<file path="config.mk">
export PLATFORM = sky130hd
export DESIGN_NAME = icn_host
export DESIGN_NICKNAME = d
export VERILOG_FILES = /design/src/icn_pkg.sv /design/src/icn_host.sv
export SDC_FILE = /design/constraint.sdc
export NUM_CORES = 1
export LEC_CHECK = 0
export ABC_AREA = 1
export BUFFER_PORTS_ARGS = -buffer_cell sky130_fd_sc_hd__buf_4
export CORE_MARGIN = 8
export CORE_UTILIZATION = 40
export CTS_BUF_LIST = sky130_fd_sc_hd__clkbuf_16
export DETAILED_ROUTE_END_ITERATION = 8
export GPL_TIMING_DRIVEN = 0
export PLACE_DENSITY_LB_ADDON = 0.12
export SLEW_MARGIN = 40
export SYNTH_ARGS = -nofsm -noshare
export SYNTH_HDL_FRONTEND = slang
export SYNTH_SLANG_ARGS = --single-unit
export TNS_END_PERCENT = 10
</file>
<file path="constraint.sdc">
create_clock -name sys_clk_in -period 2.4 [get_ports sys_clk_in]
set_clock_uncertainty 0.15 [all_clocks]
set_input_delay 0.48 -clock sys_clk_in [delete_from_list [all_inputs] [get_ports sys_clk_in]]
set_output_delay 0.48 -clock sys_clk_in [all_outputs]
set_load 0.02 [all_outputs]
</file>
<file path="src/icn_pkg.sv">
package icn_pkg;

    // Far device identity and its register map
    localparam logic [6:0] DEV_ADDR      = 7'h75;
    localparam logic       DIR_WRITE     = 1'h0;
    localparam logic       DIR_READ      = 1'h1;
    // Fast-mode entry code; the three low bits are don't-care
    localparam logic [7:0] HS_CODE       = 8'h08;
    localparam logic [7:0] DREG_MISC     = 8'h01;
    localparam logic [7:0] DREG_FLOOR    = 8'h02;
    localparam logic [7:0] DREG_ROOF     = 8'h03;
    localparam logic [7:0] DREG_ILIM     = 8'h04;
    localparam logic [7:0] DREG_STATUS   = 8'h05;
    localparam logic [7:0] DREG_NVM_CTRL = 8'hFF;
    localparam logic [7:0] NVM_CTRL_RST  = 8'h00;
    localparam logic [7:0] NVM_STORE_ALL = 8'hC0;

    // Host register file
    localparam logic [2:0] HREG_CTRL     = 3'h0;
    localparam logic [2:0] HREG_PTR      = 3'h1;
    localparam logic [2:0] HREG_WDATA    = 3'h2;
    localparam logic [2:0] HREG_RDATA    = 3'h3;
    localparam logic [2:0] HREG_STATUS   = 3'h4;
    localparam int         CTRL_OP_LSB   = 0;
    localparam int         CTRL_HS_BIT   = 2;
    localparam int         CTRL_SPD_LSB  = 4;
    localparam int         SB_BUSY       = 0;
    localparam int         SB_NACK       = 1;
    localparam int         SB_HS         = 2;
    localparam int         SB_SCL        = 3;
    localparam int         SB_SDA        = 4;
    localparam logic [7:0] PTR_RST       = 8'h00;
    localparam logic [7:0] WDATA_RST     = 8'h00;

    localparam logic [1:0] OP_WRITE      = 2'h0;
    localparam logic [1:0] OP_READ       = 2'h1;
    localparam logic [1:0] OP_STORE      = 2'h2;
    localparam logic [1:0] OP_BUSRST     = 2'h3;
    localparam logic [1:0] SPD_STD       = 2'h0;
    localparam logic [1:0] SPD_FAST      = 2'h1;

    // Sequence positions
    localparam logic [3:0] MC_STEPS      = 4'h2;
    localparam logic [3:0] STEP_MC       = 4'h1;
    localparam logic [3:0] B_OPEN        = 4'h0;
    localparam logic [3:0] B_DEVW        = 4'h1;
    localparam logic [3:0] B_PTR         = 4'h2;
    localparam logic [3:0] B_DATA        = 4'h3;
    localparam logic [3:0] B_STOP_W      = 4'h4;
    localparam logic [3:0] B_RS          = 4'h3;
    localparam logic [3:0] B_DEVR        = 4'h4;
    localparam logic [3:0] B_RX          = 4'h5;
    localparam logic [3:0] B_STOP_R      = 4'h6;
    localparam logic [3:0] STEP_ABORT    = 4'hE;
    localparam logic [3:0] BIT_ACK       = 4'h8;
    localparam logic [1:0] PH_HOLD       = 2'h0;
    localparam logic [1:0] PH_SAMPLE     = 2'h2;
    localparam logic [1:0] PH_LAST       = 2'h3;

    // Timing: bit periods in ps, quarters rounded up to clocks
    localparam int CLK_PS   = 4000;
    localparam int T_STD_PS = 10000000;
    localparam int T_FST_PS = 2500000;
    localparam int T_FPL_PS = 1000000;
    localparam int T_HS_PS  = 294118;
    localparam int QDIV     = 4 * CLK_PS;
    localparam logic [9:0] QC_STD = 10'((T_STD_PS + QDIV - 1) / QDIV);
    localparam logic [9:0] QC_FST = 10'((T_FST_PS + QDIV - 1) / QDIV);
    localparam logic [9:0] QC_FPL = 10'((T_FPL_PS + QDIV - 1) / QDIV);
    localparam logic [9:0] QC_HS  = 10'((T_HS_PS + QDIV - 1) / QDIV);

    typedef enum logic [3:0] {
        ST_IDLE  = 4'h1,
        ST_FETCH = 4'h2,
        ST_COND  = 4'h4,
        ST_BIT   = 4'h8
    } icn_state_e;

    typedef enum logic [2:0] {
        ACT_START  = 3'h0,
        ACT_RSTART = 3'h1,
        ACT_TX     = 3'h2,
        ACT_RX     = 3'h3,
        ACT_STOP   = 3'h4,
        ACT_DONE   = 3'h5
    } icn_act_e;

endpackage : icn_pkg

</file>
<file path="src/icn_host.sv">
// Operation
// - Start: data falls while clock high
// - Stop: data rises while clock high
// - Data changes only while clock low
// - Eight data bits then one acknowledge
// - Master code at fast rate, unacknowledged; sent at standard rate when SPD_STD is set
// - Repeated start keeps fast; stop ends it
// - Chain with repeated starts to stay fast
// - Update: address, pointer, data, all acknowledged
// - Write C0h to FFh stores configuration
// - Master issues stop after bus power-up; here only on an OP_BUSRST command
`timescale 1ns/1ps
module icn_host (
    input  wire logic       sys_clk_in,
    input  wire logic       rst_n_in,
    input  wire logic [2:0] addr_in,
    input  wire logic [7:0] wr_data_in,
    input  wire logic       wr_in,
    input  wire logic       rd_in,
    output logic      [7:0] rd_data_out,
    output logic            busy_out,
    input  wire logic       scl_in,
    output logic            scl_drv_out,
    output logic            scl_oe_out,
    input  wire logic       sda_in,
    output logic            sda_drv_out,
    output logic            sda_oe_out
);

    function automatic icn_pkg::icn_act_e step_act(
        input logic [1:0] op,
        input logic       hs,
        input logic [3:0] step
    );
        logic [3:0] b;
        b = hs ? 4'(step - icn_pkg::MC_STEPS) : step;
        if (step == icn_pkg::STEP_ABORT)
            return icn_pkg::ACT_STOP;
        if (step > icn_pkg::STEP_ABORT)
            return icn_pkg::ACT_DONE;
        if (op == icn_pkg::OP_BUSRST)
            return (step == icn_pkg::B_OPEN) ? icn_pkg::ACT_STOP
                                             : icn_pkg::ACT_DONE;
        if (hs && step == icn_pkg::B_OPEN)
            return icn_pkg::ACT_START;
        if (hs && step == icn_pkg::STEP_MC)
            return icn_pkg::ACT_TX;
        if (b == icn_pkg::B_OPEN)
            return hs ? icn_pkg::ACT_RSTART : icn_pkg::ACT_START;
        if (b == icn_pkg::B_DEVW || b == icn_pkg::B_PTR)
            return icn_pkg::ACT_TX;
        if (op != icn_pkg::OP_READ)
        begin
            if (b == icn_pkg::B_DATA)
                return icn_pkg::ACT_TX;
            if (b == icn_pkg::B_STOP_W)
                return icn_pkg::ACT_STOP;
            return icn_pkg::ACT_DONE;
        end
        if (b == icn_pkg::B_RS)
            return icn_pkg::ACT_RSTART;
        if (b == icn_pkg::B_DEVR)
            return icn_pkg::ACT_TX;
        if (b == icn_pkg::B_RX)
            return icn_pkg::ACT_RX;
        if (b == icn_pkg::B_STOP_R)
            return icn_pkg::ACT_STOP;
        return icn_pkg::ACT_DONE;
    endfunction : step_act

    icn_pkg::icn_state_e state_reg;
    icn_pkg::icn_act_e   act_reg;
    icn_pkg::icn_act_e   act_w;
    logic [1:0]          op_reg;
    logic                cmd_hs_reg;
    logic [1:0]          spd_reg;
    logic [7:0]          ptr_reg;
    logic [7:0]          wdata_reg;
    logic [7:0]          rdata_reg;
    logic                nack_reg;
    logic                hs_reg;
    logic [3:0]          step_reg;
    logic [3:0]          bit_reg;
    logic [1:0]          ph_reg;
    logic [9:0]          q_cnt_reg;
    logic [7:0]          sh_reg;
    logic                ack_reg;
    logic                scl_s1_reg;
    logic                scl_s2_reg;
    logic                sda_s1_reg;
    logic                sda_s2_reg;
    logic                scl_low_reg;
    logic                sda_low_reg;
    logic [7:0]          rd_data_reg;

    logic                eff_hs_w;
    logic [3:0]          body_w;
    logic                is_mc_w;
    logic                store_w;
    logic [7:0]          tx_byte_w;
    logic                cap_w;
    logic [9:0]          q_len_w;
    logic                q_last_w;
    logic                in_eng_w;
    logic                ph_end_w;
    logic                unit_end_w;
    logic                is_tx_w;
    logic                scl_low_w;
    logic                sda_low_w;
    logic                upd_scl_w;
    logic                upd_sda_w;
    logic                ctrl_wr_w;
    logic [7:0]          ctrl_rb_w;
    logic [7:0]          status_w;
    logic [7:0]          rd_mux_w;

    // Bus-reset sequence ignores the fast-mode request
    assign eff_hs_w  = cmd_hs_reg && op_reg != icn_pkg::OP_BUSRST;
    assign body_w    = eff_hs_w ? 4'(step_reg - icn_pkg::MC_STEPS)
                                : step_reg;
    assign is_mc_w   = eff_hs_w && step_reg == icn_pkg::STEP_MC;
    assign store_w   = op_reg == icn_pkg::OP_STORE;
    assign act_w     = step_act(op_reg, cmd_hs_reg, step_reg);

    // Byte on the wire for each transmit position
    assign tx_byte_w =
        is_mc_w                   ? icn_pkg::HS_CODE :
        body_w == icn_pkg::B_DEVW ? {icn_pkg::DEV_ADDR,
                                     icn_pkg::DIR_WRITE} :
        body_w == icn_pkg::B_PTR  ? (store_w ? icn_pkg::DREG_NVM_CTRL
                                             : ptr_reg) :
        body_w == icn_pkg::B_DEVR ? {icn_pkg::DEV_ADDR,
                                     icn_pkg::DIR_READ} :
        store_w                   ? icn_pkg::NVM_STORE_ALL
                                  : wdata_reg;

    // Master code always goes at fast rate or slower
    assign cap_w   = eff_hs_w && !hs_reg;
    assign q_len_w = hs_reg                        ? icn_pkg::QC_HS :
                     spd_reg == icn_pkg::SPD_STD   ? icn_pkg::QC_STD :
                     spd_reg == icn_pkg::SPD_FAST || cap_w
                                                   ? icn_pkg::QC_FST
                                                   : icn_pkg::QC_FPL;

    assign q_last_w   = q_cnt_reg == '0;
    assign in_eng_w   = state_reg == icn_pkg::ST_COND
                     || state_reg == icn_pkg::ST_BIT;
    assign ph_end_w   = in_eng_w && q_last_w;
    assign unit_end_w = ph_end_w && ph_reg == icn_pkg::PH_LAST
                     && (state_reg == icn_pkg::ST_COND
                         || bit_reg == icn_pkg::BIT_ACK);
    assign is_tx_w    = act_reg == icn_pkg::ACT_TX;

    // Line drive per phase; clock high in the back half, and all through a start
    always_comb
    begin
        scl_low_w = 1'b0;
        sda_low_w = 1'b0;
        if (state_reg == icn_pkg::ST_BIT)
        begin
            scl_low_w = ph_reg < icn_pkg::PH_SAMPLE;
            sda_low_w = is_tx_w && bit_reg != icn_pkg::BIT_ACK
                     && !sh_reg[7];
        end
        else if (state_reg == icn_pkg::ST_COND)
        begin
            unique case (act_reg)
                icn_pkg::ACT_START:
                begin
                    sda_low_w = ph_reg == icn_pkg::PH_LAST;
                end
                icn_pkg::ACT_RSTART:
                begin
                    scl_low_w = ph_reg < icn_pkg::PH_SAMPLE;
                    sda_low_w = ph_reg == icn_pkg::PH_LAST;
                end
                default:
                begin
                    scl_low_w = ph_reg < icn_pkg::PH_SAMPLE;
                    sda_low_w = ph_reg < icn_pkg::PH_LAST;
                end
            endcase
        end
    end

    // Data held through the first quarter after clock falls
    assign upd_scl_w = state_reg == icn_pkg::ST_IDLE || in_eng_w;
    assign upd_sda_w = state_reg == icn_pkg::ST_IDLE
                    || (state_reg == icn_pkg::ST_COND
                        && ph_reg != icn_pkg::PH_HOLD)
                    || (state_reg == icn_pkg::ST_BIT
                        && ph_reg != icn_pkg::PH_HOLD
                        && ph_reg < icn_pkg::PH_SAMPLE);

    assign ctrl_wr_w = wr_in && addr_in == icn_pkg::HREG_CTRL
                    && state_reg == icn_pkg::ST_IDLE;

    assign ctrl_rb_w = {2'h0, spd_reg, 1'b0, cmd_hs_reg, op_reg};
    always_comb
    begin
        status_w = '0;
        status_w[icn_pkg::SB_BUSY] = state_reg != icn_pkg::ST_IDLE;
        status_w[icn_pkg::SB_NACK] = nack_reg;
        status_w[icn_pkg::SB_HS]   = hs_reg;
        status_w[icn_pkg::SB_SCL]  = scl_s2_reg;
        status_w[icn_pkg::SB_SDA]  = sda_s2_reg;
    end

    assign rd_mux_w = addr_in == icn_pkg::HREG_CTRL   ? ctrl_rb_w :
                      addr_in == icn_pkg::HREG_PTR    ? ptr_reg :
                      addr_in == icn_pkg::HREG_WDATA  ? wdata_reg :
                      addr_in == icn_pkg::HREG_RDATA  ? rdata_reg :
                      addr_in == icn_pkg::HREG_STATUS ? status_w : 8'h00;

    // Pin synchronisers; clock is sampled only for status
    always_ff @(posedge sys_clk_in or negedge rst_n_in)
    begin
        if (!rst_n_in)
        begin
            scl_s1_reg <= 1'b1;
            scl_s2_reg <= 1'b1;
            sda_s1_reg <= 1'b1;
            sda_s2_reg <= 1'b1;
        end
        else
        begin
            scl_s1_reg <= scl_in;
            scl_s2_reg <= scl_s1_reg;
            sda_s1_reg <= sda_in;
            sda_s2_reg <= sda_s1_reg;
        end
    end

    // Software port
    always_ff @(posedge sys_clk_in or negedge rst_n_in)
    begin
        if (!rst_n_in)
        begin
            ptr_reg     <= icn_pkg::PTR_RST;
            wdata_reg   <= icn_pkg::WDATA_RST;
            rd_data_reg <= 8'h00;
        end
        else
        begin
            if (wr_in && addr_in == icn_pkg::HREG_PTR)
                ptr_reg <= wr_data_in;
            if (wr_in && addr_in == icn_pkg::HREG_WDATA)
                wdata_reg <= wr_data_in;
            rd_data_reg <= rd_in ? rd_mux_w : 8'h00;
        end
    end

    // Sequencer
    always_ff @(posedge sys_clk_in or negedge rst_n_in)
    begin
        if (!rst_n_in)
        begin
            state_reg  <= icn_pkg::ST_IDLE;
            act_reg    <= icn_pkg::ACT_DONE;
            op_reg     <= icn_pkg::OP_WRITE;
            cmd_hs_reg <= 1'b0;
            spd_reg    <= icn_pkg::SPD_STD;
            step_reg   <= '0;
            nack_reg   <= 1'b0;
        end
        else
        begin
            unique case (state_reg)
                icn_pkg::ST_IDLE:
                begin
                    if (ctrl_wr_w)
                    begin
                        op_reg     <= wr_data_in[icn_pkg::CTRL_OP_LSB +: 2];
                        cmd_hs_reg <= wr_data_in[icn_pkg::CTRL_HS_BIT];
                        spd_reg    <= wr_data_in[icn_pkg::CTRL_SPD_LSB +: 2];
                        step_reg   <= '0;
                        nack_reg   <= 1'b0;
                        state_reg  <= icn_pkg::ST_FETCH;
                    end
                end
                icn_pkg::ST_FETCH:
                begin
                    act_reg <= act_w;
                    if (act_w == icn_pkg::ACT_DONE)
                        state_reg <= icn_pkg::ST_IDLE;
                    else if (act_w == icn_pkg::ACT_TX
                             || act_w == icn_pkg::ACT_RX)
                        state_reg <= icn_pkg::ST_BIT;
                    else
                        state_reg <= icn_pkg::ST_COND;
                end
                default:
                begin
                    if (unit_end_w)
                    begin
                        state_reg <= icn_pkg::ST_FETCH;
                        step_reg  <= 4'(step_reg + 4'h1);
                        // Missing acknowledge: abandon with a stop
                        if (is_tx_w && !is_mc_w && ack_reg
                            && state_reg == icn_pkg::ST_BIT)
                        begin
                            nack_reg <= 1'b1;
                            step_reg <= icn_pkg::STEP_ABORT;
                        end
                    end
                end
            endcase
        end
    end

    // Bit engine
    always_ff @(posedge sys_clk_in or negedge rst_n_in)
    begin
        if (!rst_n_in)
        begin
            q_cnt_reg <= '0;
            ph_reg    <= icn_pkg::PH_HOLD;
            bit_reg   <= '0;
            sh_reg    <= 8'h00;
            ack_reg   <= 1'b1;
        end
        else if (state_reg == icn_pkg::ST_FETCH)
        begin
            q_cnt_reg <= 10'(q_len_w - 10'h1);
            ph_reg    <= icn_pkg::PH_HOLD;
            bit_reg   <= '0;
            sh_reg    <= tx_byte_w;
        end
        else if (ph_end_w)
        begin
            q_cnt_reg <= 10'(q_len_w - 10'h1);
            ph_reg    <= 2'(ph_reg + 2'h1);
            if (state_reg == icn_pkg::ST_BIT
                && ph_reg == icn_pkg::PH_SAMPLE)
            begin
                if (bit_reg == icn_pkg::BIT_ACK)
                    ack_reg <= sda_s2_reg;
                else
                    sh_reg <= {sh_reg[6:0], sda_s2_reg};
            end
            if (state_reg == icn_pkg::ST_BIT
                && ph_reg == icn_pkg::PH_LAST)
                bit_reg <= 4'(bit_reg + 4'h1);
        end
        else if (in_eng_w)
            q_cnt_reg <= 10'(q_cnt_reg - 10'h1);
    end

    // Speed mode and read result
    always_ff @(posedge sys_clk_in or negedge rst_n_in)
    begin
        if (!rst_n_in)
        begin
            hs_reg    <= 1'b0;
            rdata_reg <= 8'h00;
        end
        else if (unit_end_w)
        begin
            if (is_mc_w && state_reg == icn_pkg::ST_BIT)
                hs_reg <= 1'b1;
            if (act_reg == icn_pkg::ACT_STOP)
                hs_reg <= 1'b0;
            if (act_reg == icn_pkg::ACT_RX)
                rdata_reg <= sh_reg;
        end
    end

    // Open-drain drive; lines are only pulled low, and a device holding the clock is not waited for
    always_ff @(posedge sys_clk_in or negedge rst_n_in)
    begin
        if (!rst_n_in)
        begin
            scl_low_reg <= 1'b0;
            sda_low_reg <= 1'b0;
        end
        else
        begin
            if (upd_scl_w)
                scl_low_reg <= scl_low_w;
            if (upd_sda_w)
                sda_low_reg <= sda_low_w;
        end
    end

    assign scl_drv_out = 1'b0;
    assign sda_drv_out = 1'b0;
    assign scl_oe_out  = scl_low_reg;
    assign sda_oe_out  = sda_low_reg;
    assign busy_out    = state_reg != icn_pkg::ST_IDLE;
    assign rd_data_out = rd_data_reg;

endmodule : icn_host

</file>
==> flow_metrics.env, run 1 <==
export IMPL_outcome="completed"
export IMPL_crit_chain="clkinvlp_4, ha_1, inv_1, nand2_1, nand2_1, nand2_1, nand3_1, nor2_4, buf_4, o21ai_0, o211ai_1, nand2_1, nand2_1"
export IMPL_final_layout_size_suffix_gt1_share_pct=14.3
export IMPL_synth_edf_count=0
export IMPL_irDropWorstVdd_uv=487
export IMPL_worst_setup_path_end_kind="flip-flop"
export IMPL_via_per_inst=5.13
export IMPL_dominantRegCellSynth="dfrtp_1"
export IMPL_cts_hold_buffers=0
export IMPL_cp_max_fo=8
export IMPL_ios=30
export IMPL_path_delay_family="simple AND/OR/NAND/NOR gates"
export IMPL_seq_area_sq_um=2040
export IMPL_grt_pass1_vias=4057
export IMPL_clock_latency_ns=0.34
export IMPL_grt_max_degree=82
export IMPL_power_frac_clock_pct=41.9
export IMPL_slew_viol_final=0
export IMPL_crit_arrival_ns=2.29
export IMPL_path_class="flip-flop to flip-flop"
export IMPL_core_sq_um=11400
export IMPL_slowest_delay_ns=0.49
export IMPL_whs_ns=0.0143
export IMPL_cp_data_required_time_ns=2.49
export IMPL_synthesis_area_sq_um=4680
export IMPL_clock_root_buffer="clkbuf_16"
export IMPL_antenna_found_initial=0
export IMPL_dpl_hpwl_microns=9140
export IMPL_htree_levels=3
export IMPL_fp_dieH_microns=124
export IMPL_dp_slack_ns=-0.0497
export IMPL_p_switching_mw=0.799
export IMPL_start_util_pct=41.0
export IMPL_final_core_util_pct=47.1
export IMPL_area_growth_pct=15.0
export IMPL_cts_buffers=9
export IMPL_dieArea_sq_um=15400
export IMPL_p_per_area_nw_per_um2=561
export IMPL_rows=39
export IMPL_multi_input_area_sq_um=2230
export IMPL_power_leakage_nw=2.74
export IMPL_power_frac_seq_pct=49.4
export IMPL_p_int_mw=2.22
export IMPL_finalCritPeriodShare_pct=92.0
export IMPL_async_flop_share_pct=100
export IMPL_routabilityCongestion=0.862
export IMPL_num_nets_final=693
export IMPL_fin_cells=812
export IMPL_grt_pass1_wl_microns=20600
export IMPL_overflow=0
export IMPL_swShare_pct=26.5
export IMPL_relSlewSlack_pct=56.5
export IMPL_yosysWarnings=0
export IMPL_drv_cap=0
export IMPL_grt_usage_pct=17.1
export IMPL_ys_seq_elements=81
export IMPL_period_needed_ns=2.21
export IMPL_synth_top_area_share_pct=39.0
export IMPL_clock_sinks=81
export IMPL_numPortBuffers=27
export IMPL_clkSlewWorstSetupHoldPaths_ns=0.06
export IMPL_netlist_instances=622
export IMPL_hold_class="input port to async pin"
export IMPL_synth_distinct_cells=45
export IMPL_final_common_cell="nand2_1"
export IMPL_dieWidth_microns=124
export IMPL_tightest_slew_ns=0.652
export IMPL_achievable_frequency_ghz=0.453
export IMPL_avgRoutedWirePerCell_microns=15.2
export IMPL_cpMaxStageDelayCell="dfrtp_2"
export IMPL_rsz0062_at_grt="no"
export IMPL_combinationalPowerShare_pct=8.8
export IMPL_drtIter0Drc=266
export IMPL_cts_buffer_depth=2
export IMPL_fin_ws_ns=0.192
export IMPL_fin_tns_setup_ns=0
export IMPL_cpMostUsedCell="nand2_1"
export IMPL_ant_nets=0
export IMPL_ys_seq_area_share_pct=43.5
export IMPL_drtPass1Iterations=4
export IMPL_wirelength_microns=12300
export IMPL_largest_reg_flops=10
export IMPL_route_vias_total=4169
export IMPL_antenna_cells=0
export IMPL_synth_area_leader_cell="dfrtp_1"
export IMPL_worst_path_buf_inv=3
export IMPL_final_cell_mix="nand2_1, inv_1, dfrtp_1"
export IMPL_cts_tree="done"
export IMPL_fill_cells=1139
export IMPL_finalHoldViolCount=0
export IMPL_avgSynthCellArea_sq_um=7.52
export IMPL_setup_viol_count_final=0
export IMPL_post_place_cells=793
export IMPL_drc=0
export IMPL_worstSetupStartpointType="flip-flop"
export IMPL_synth_area_leaders="dfrtp_1, nand2_1, inv_1"
-- synthesized netlist by cell type, types with 5 or more instances --
cell type,n
nand2_1,152
inv_1,90
dfrtp_1,73
nor2_1,63
o21ai_0,53
nand3_1,45
a21oi_1,36
ha_1,12
dfstp_2,8
o21ai_2,8
nand2_2,7
a31oi_1,5
buf_2,5
-- what timing repair did --
action	CTS	global route
setup endpoints to repair	4	13
endpoints found under the hold margin	0	0
pin swaps	0	2
buffers inserted	0	3
cloned	0	0
resized for setup	2	5
-- layer usage --
layer  share of wire (%)  routed length (microns)  GRT usage (%)  up-vias
li1                    -                        -              -     2086
met1                  49                     6060           23.1     1974
met2                  45                     5600           26.7       90
met3                 3.6                      448           3.26       19
met4                 1.7                      211           6.47        0
met5                   0                        0              0        -
-- cells by family after synthesis --
family                   count (synthesis)  share of synthesized area (%)
AO/OA/AOI/OAI                          124                           15.3
XOR/XNOR                                 8                           1.50
adder cells (fa/ha/maj)                 12                           3.21
buffers and inverters                  107                           9.30
flip-flops                              81                           43.5
other                                    1                         0.0801
AND/OR/NAND/NOR                        289                           27.1
-- path summary, 6_finish.rpt --
kind                       slack, ns         from  cells after the start     endpoint
min in group sys_clk_in         0.09       scl_in                      1   scl_s1_reg
max in group asynchronous       1.62     rst_n_in                      1  step_reg[1]
max reg2reg                     0.19  step_reg[1]                     13    sh_reg[3]
max                             0.19  step_reg[1]                     13    sh_reg[3]
min reg2reg                     0.20   scl_s1_reg                      0   scl_s2_reg
min                             0.01     rst_n_in                      1  step_reg[3]
-- power by group through the flow --
| stage | Sequential, mW | Combinational [mW] | Clock (mW) |
|---|---|---|---|
| floorplan | 1.50 | 0.146 | 0 |
| global placement | 1.51 | 0.258 | 0 |
| detailed placement | 1.51 | 0.263 | 0 |
| CTS | 1.49 | 0.265 | 1.29 |
| global route | 1.50 | 0.305 | 1.35 |
| finish | 1.49 | 0.265 | 1.26 |
-- final cells by class --
type | count | share of cell area, %
clock buffers | 9 | 4.18
inverters | 93 | 6.56
repair buffers | 30 | 4.30
plain buffers | 14 | 1.60
multi-input cells | 435 | 41.4
flip-flops and latches | 81 | 37.9
well taps | 143 | 3.32
clock inverters | 7 | 0.744
-- stage by stage --
stage                     area [sq um]  total power, mW
final                             5380             3.02
after global placement            5060             1.77
after global routing              5380             3.15
after floorplan                   4680             1.64
after detailed placement          5070             1.78
after CTS                         5340             3.05
No activity file was read; power rests on OpenSTA's default activity.
==> run 2, diff against run 1 <==
--- a/config.mk
+++ b/config.mk
@@ -13,6 +13,7 @@
 export DETAILED_ROUTE_END_ITERATION = 8
 export GPL_TIMING_DRIVEN = 0
 export PLACE_DENSITY_LB_ADDON = 0.12
+export RECOVER_POWER = 100
 export SLEW_MARGIN = 40
 export SYNTH_ARGS = -nofsm -noshare
 export SYNTH_HDL_FRONTEND = slang
==> flow_metrics.env, run 2 (synthesis gave the netlist of run 1 again) <==
export IMPL_wirelength_microns=12300
export IMPL_grt_pass1_vias=4057
export IMPL_drv_cap=0
export IMPL_rsz0062_at_grt="no"
export IMPL_htree_levels=3
export IMPL_largest_reg_flops=10
export IMPL_period_needed_ns=2.21
export IMPL_num_nets_final=693
export IMPL_whs_ns=0.0136
export IMPL_setup_viol_count_final=0
export IMPL_cts_buffer_depth=2
export IMPL_dieArea_sq_um=15400
export IMPL_clock_root_buffer="clkbuf_16"
export IMPL_irDropWorstVdd_uv=478
export IMPL_start_util_pct=41.0
export IMPL_ant_nets=0
export IMPL_antenna_cells=0
export IMPL_final_cell_mix="nand2_1, inv_1, dfrtp_1"
export IMPL_reg2reg_depth=13
export IMPL_antenna_found_initial=0
export IMPL_dpl_hpwl_microns=9140
export IMPL_drtPass1Iterations=4
export IMPL_grt_usage_pct=17.1
export IMPL_grt_max_degree=82
export IMPL_drc=0
export IMPL_via_per_inst=5.11
export IMPL_avgRoutedWirePerCell_microns=15.2
export IMPL_outcome="completed"
export IMPL_grt_pass1_wl_microns=20600
export IMPL_p_total_mw=3.01
export IMPL_slew_viol_final=0
export IMPL_final_layout_size_suffix_gt1_share_pct=11.7
export IMPL_dieWidth_microns=124
export IMPL_rows=39
export IMPL_drtIter0Drc=285
export IMPL_fill_cells=1157
export IMPL_hold_class="input port to async pin"
export IMPL_clock_latency_ns=0.34
export IMPL_area_growth_pct=13.7
export IMPL_fin_ws_ns=0.189
export IMPL_cts_buffers=9
export IMPL_p_per_area_nw_per_um2=566
export IMPL_fp_dieH_microns=124
export IMPL_tightest_slew_ns=0.653
export IMPL_finalHoldViolCount=0
export IMPL_core_sq_um=11400
export IMPL_numPortBuffers=27
export IMPL_power_leakage_nw=2.68
export IMPL_final_common_cell="nand2_1"
export IMPL_achievable_frequency_ghz=0.452
export IMPL_worst_setup_path_end_kind="flip-flop"
export IMPL_overflow=0
export IMPL_cts_hold_buffers=0
export IMPL_cp_max_fo=8
export IMPL_clkSlewWorstSetupHoldPaths_ns=0.06
export IMPL_ios=30
export IMPL_path_class="flip-flop to flip-flop"
export IMPL_crit_arrival_ns=2.30
export IMPL_clock_sinks=81
export IMPL_cp_data_required_time_ns=2.49
export IMPL_worstSetupStartpointType="flip-flop"
export IMPL_route_vias_total=4153
export IMPL_relSlewSlack_pct=56.5
export IMPL_finalCritPeriodShare_pct=92.1
export IMPL_cts_tree="done"
export IMPL_dp_slack_ns=-0.0497
export IMPL_routabilityCongestion=0.862
==> run 2: cell types whose count changed in the layout (fill, tap and decap cells not counted), sizes merged <==
cell and delta:
clkbuf +19, buf -19
==> run 2: where the power goes <==
part	internal [mW]	switching (mW)
Combinational	0.0886	0.169
Sequential	1.43	0.0561
Clock	0.692	0.574
Total	2.21	0.799
==> run 2: metrics by stage <==
stage	cell area [sq um]	TNS, ns	utilization, %	cells
2_1_floorplan	4680	0	-	623
3_3_place_gp	5060	-0.0498	44.4	793
3_5_place_dp	5070	-0.0624	44.4	793
4_1_cts	5340	0	46.8	809
5_1_grt	5320	0	46.6	812
6_report	5320	0	46.6	812
==> run 2: worst paths after layout <==
path / start / end / slack (ns)
min in group sys_clk_in: sda_in / sda_s1_reg / 0.10
worst min-delay path: rst_n_in / step_reg[3] / 0.01
max in group asynchronous: rst_n_in / rd_data_out[6] / 1.62
worst max register to register: step_reg[1] / sh_reg[3] / 0.19
worst min register to register: scl_s1_reg / scl_s2_reg / 0.20
worst max-delay path: step_reg[1] / sh_reg[3] / 0.19
==> run 2: layer usage <==
metal	up-vias	global-route usage [%]	wire length [microns]
met4	0	6.47	235
met2	80	26.7	5590
met5	-	0	0
li1	2087	-	-
met3	21	3.26	464
met1	1965	23.1	6040
==> run 2: critical path, cell delays in order, from the launching register on <==
cell        delay [ns]
dfrtp_2           0.49
clkinvlp_4        0.15
ha_1              0.24
inv_1             0.07
nand2_1           0.06
nand2_1           0.08
nand2_1           0.09
nand3_1           0.13
nor2_4            0.07
buf_4             0.14
o21ai_0           0.14
o211ai_1          0.14
nand2_1           0.09
nand2_1           0.05
==> run 2: cell type report <==
| cell class | count | area (sq um) | share of cell area, % |
|---|---|---|---|
| sequential | 81 | 2040 | 38.3 |
| timing repair buffer | 30 | 186 | 3.50 |
| buffer | 14 | 83.8 | 1.58 |
| inverter | 93 | 353 | 6.63 |
| clock buffer | 9 | 225 | 4.23 |
| clock inverter | 7 | 40.0 | 0.752 |
| tap | 143 | 179 | 3.36 |
| multi-input combinational | 435 | 2220 | 41.6 |
==> run 2: timing repair <==
| item | 4_1_cts | 5_1_grt |
|---|---|---|
| endpoints found under the setup margin | 4 | 13 |
| gates resized for setup | 2 | 5 |
| setup buffers | 0 | 3 |
| pin swaps | 0 | 2 |
==> run 3, diff against run 2 <==
==> constraint.sdc (replaced) <==
create_clock -name sys_clk_in -period 1.8 [get_ports sys_clk_in]
set_clock_uncertainty 0.15 [all_clocks]
set_input_delay 0.36 -clock sys_clk_in [delete_from_list [all_inputs] [get_ports sys_clk_in]]
set_output_delay 0.36 -clock sys_clk_in [all_outputs]
set_load 0.02 [all_outputs]
==> flow_metrics.env, run 3 (synthesis gave the netlist of run 1 again) <==
export IMPL_outcome="complete, but fails checks"
export IMPL_violations="negative setup slack"
export IMPL_final_cell_mix="nand2_1, inv_1, dfrtp_1"
export IMPL_numPortBuffers=27
export IMPL_cts_buffer_depth=2
export IMPL_p_int_mw=2.98
export IMPL_cpMaxStageDelayCell="dfrtp_1"
export IMPL_crit_chain="nor2_2, nand2_4, nor2_4, nand3_4, nor3_4, nand4_4, buf_8, nand2_4, o21ai_2"
export IMPL_avgRoutedWirePerCell_microns=15.2
export IMPL_fill_cells=1114
export IMPL_grt_pass1_wl_microns=21400
export IMPL_core_sq_um=11400
export IMPL_relSlewSlack_pct=23.7
export IMPL_fin_ws_ns=-0.195
export IMPL_min_delay_start="wr_data_in[2]"
export IMPL_achievable_frequency_ghz=0.501
export IMPL_grt_usage_pct=17.9
export IMPL_wirelength_microns=12900
export IMPL_grt_pass1_vias=4385
export IMPL_overflow=0
export IMPL_power_frac_clock_pct=42.9
export IMPL_crit_arrival_ns=2.10
export IMPL_ios=30
export IMPL_route_vias_total=4385
export IMPL_worstSetupStartpointType="flip-flop"
export IMPL_finalHoldViolCount=0
export IMPL_cts_tree="done"
export IMPL_routabilityCongestion=0.877
export IMPL_power_frac_seq_pct=48.4
export IMPL_num_nets_final=727
export IMPL_finalCritPeriodShare_pct=111
export IMPL_final_common_cell="nand2_1"
export IMPL_setup_viol_count_final=37
export IMPL_whs_ns=0.0819
export IMPL_swShare_pct=27.1
export IMPL_cts_buffers=9
export IMPL_antenna_cells=0
export IMPL_final_layout_size_suffix_gt1_share_pct=22.2
export IMPL_antenna_found_initial=0
export IMPL_rr_startpoint="q_cnt_reg[3]"
export IMPL_tightest_slew_ns=1.14
export IMPL_slowest_delay_ns=0.42
export IMPL_place_area_sq_um=5130
export IMPL_worst_path_buf_inv=1
export IMPL_critPathLaunch="q_cnt_reg[3]"
export IMPL_period_needed_ns=2.00
export IMPL_clock_sinks=81
export IMPL_p_per_area_nw_per_um2=700
export IMPL_path_class="flip-flop to flip-flop"
export IMPL_cp_max_fo=6
export IMPL_final_core_util_pct=51.1
export IMPL_slew_viol_final=0
export IMPL_power_leakage_nw=2.92
export IMPL_largest_reg_flops=10
export IMPL_dieWidth_microns=124
export IMPL_clock_latency_ns=0.36
export IMPL_htree_levels=3
export IMPL_p_switching_mw=1.11
export IMPL_path_delay_family="simple AND/OR/NAND/NOR gates"
export IMPL_postLayoutCellArea_sq_um=5840
export IMPL_cpMostUsedCell="nand2_4"
export IMPL_drtIter0Drc=284
export IMPL_rows=39
export IMPL_hold_class="input port to flip-flop"
export IMPL_ant_nets=0
export IMPL_dieArea_sq_um=15400
export IMPL_cp_data_required_time_ns=1.90
export IMPL_fp_dieH_microns=124
export IMPL_clkSlewWorstSetupHoldPaths_ns=0.07
export IMPL_rsz0062_at_grt="yes"
export IMPL_dpl_hpwl_microns=9060
export IMPL_area_growth_pct=24.7
export IMPL_clock_root_buffer="clkbuf_16"
export IMPL_worst_setup_path_end_kind="flip-flop"
export IMPL_drv_cap=0
export IMPL_via_per_inst=5.18
export IMPL_drtPass1Iterations=5
export IMPL_irDropWorstVdd_uv=451
export IMPL_drc=0
export IMPL_start_util_pct=41.0
export IMPL_combinationalPowerShare_pct=8.6
export IMPL_fin_tns_setup_ns=-3.45
export IMPL_grt_max_degree=82
[run 3: through the flow]
stage,power (mW),setup WS [ns],cells
floorplan,2.19,-0.0251,623
global placement,2.35,-0.279,793
detailed placement,2.36,-0.295,793
CTS,4.13,-0.153,833
global route,4.26,-0.317,846
finish,4.09,-0.195,846
[run 3: final timing paths]
path,endpoint,slack [ns],depth (start not counted)
worst max-delay path,rdata_reg[5],-0.20,9
worst min-delay path,cmd_hs_reg,0.08,3
worst max register to register,rdata_reg[5],-0.20,9
worst min register to register,sda_s2_reg,0.21,0
max in group asynchronous,cmd_hs_reg,0.12,2
min in group asynchronous,step_reg[3],0.60,2
[run 3: per-layer routing]
| layer | vias to the layer above | track usage [%] | wire, microns |
|---|---|---|---|
| met2 | 102 | 29.5 | 6110 |
| met3 | 16 | 4.44 | 585 |
| li1 | 2169 | - | - |
| met1 | 2098 | 22.9 | 5960 |
| met5 | - | 0 | 0 |
| met4 | 0 | 4.91 | 204 |
[run 3: repair_timing]
action	CTS	global route
hold buffers	3	0
gates resized for setup	38	21
cloned	1	0
pin swaps	13	10
hold endpoints to repair	75	0
buffers inserted	21	13
endpoints found under the setup margin	44	59
[run 3: power by group through the flow]
stage	Clock [mW]	Sequential, mW	Combinational [mW]
after CTS	1.79	1.98	0.364
after detailed placement	0	2.01	0.351
after global routing	1.86	1.99	0.404
after floorplan	0	2.00	0.196
after global placement	0	2.01	0.343
final	1.76	1.98	0.352
[run 3: final cells by class]
class                   instances  area [sq um]  share of cell area [%]
repair buffers                 65           489                    8.38
clock inverters                 7          52.6                   0.900
inverters                      93           358                    6.13
plain buffers                  13           100                    1.71
clock buffers                   9           225                    3.86
flip-flops and latches         81          2040                    34.9
multi-input cells             435          2390                    41.0
well taps                     143           179                    3.07
[run 3: worst min-delay path, delay by kind of cell]
| kind | cells | cell delay, ns |
|---|---|---|
| AND/OR/NAND/NOR | 1 | 0.05 |
| AO/OA/AOI/OAI | 1 | 0.06 |
| buffers and inverters | 1 | 0.08 |
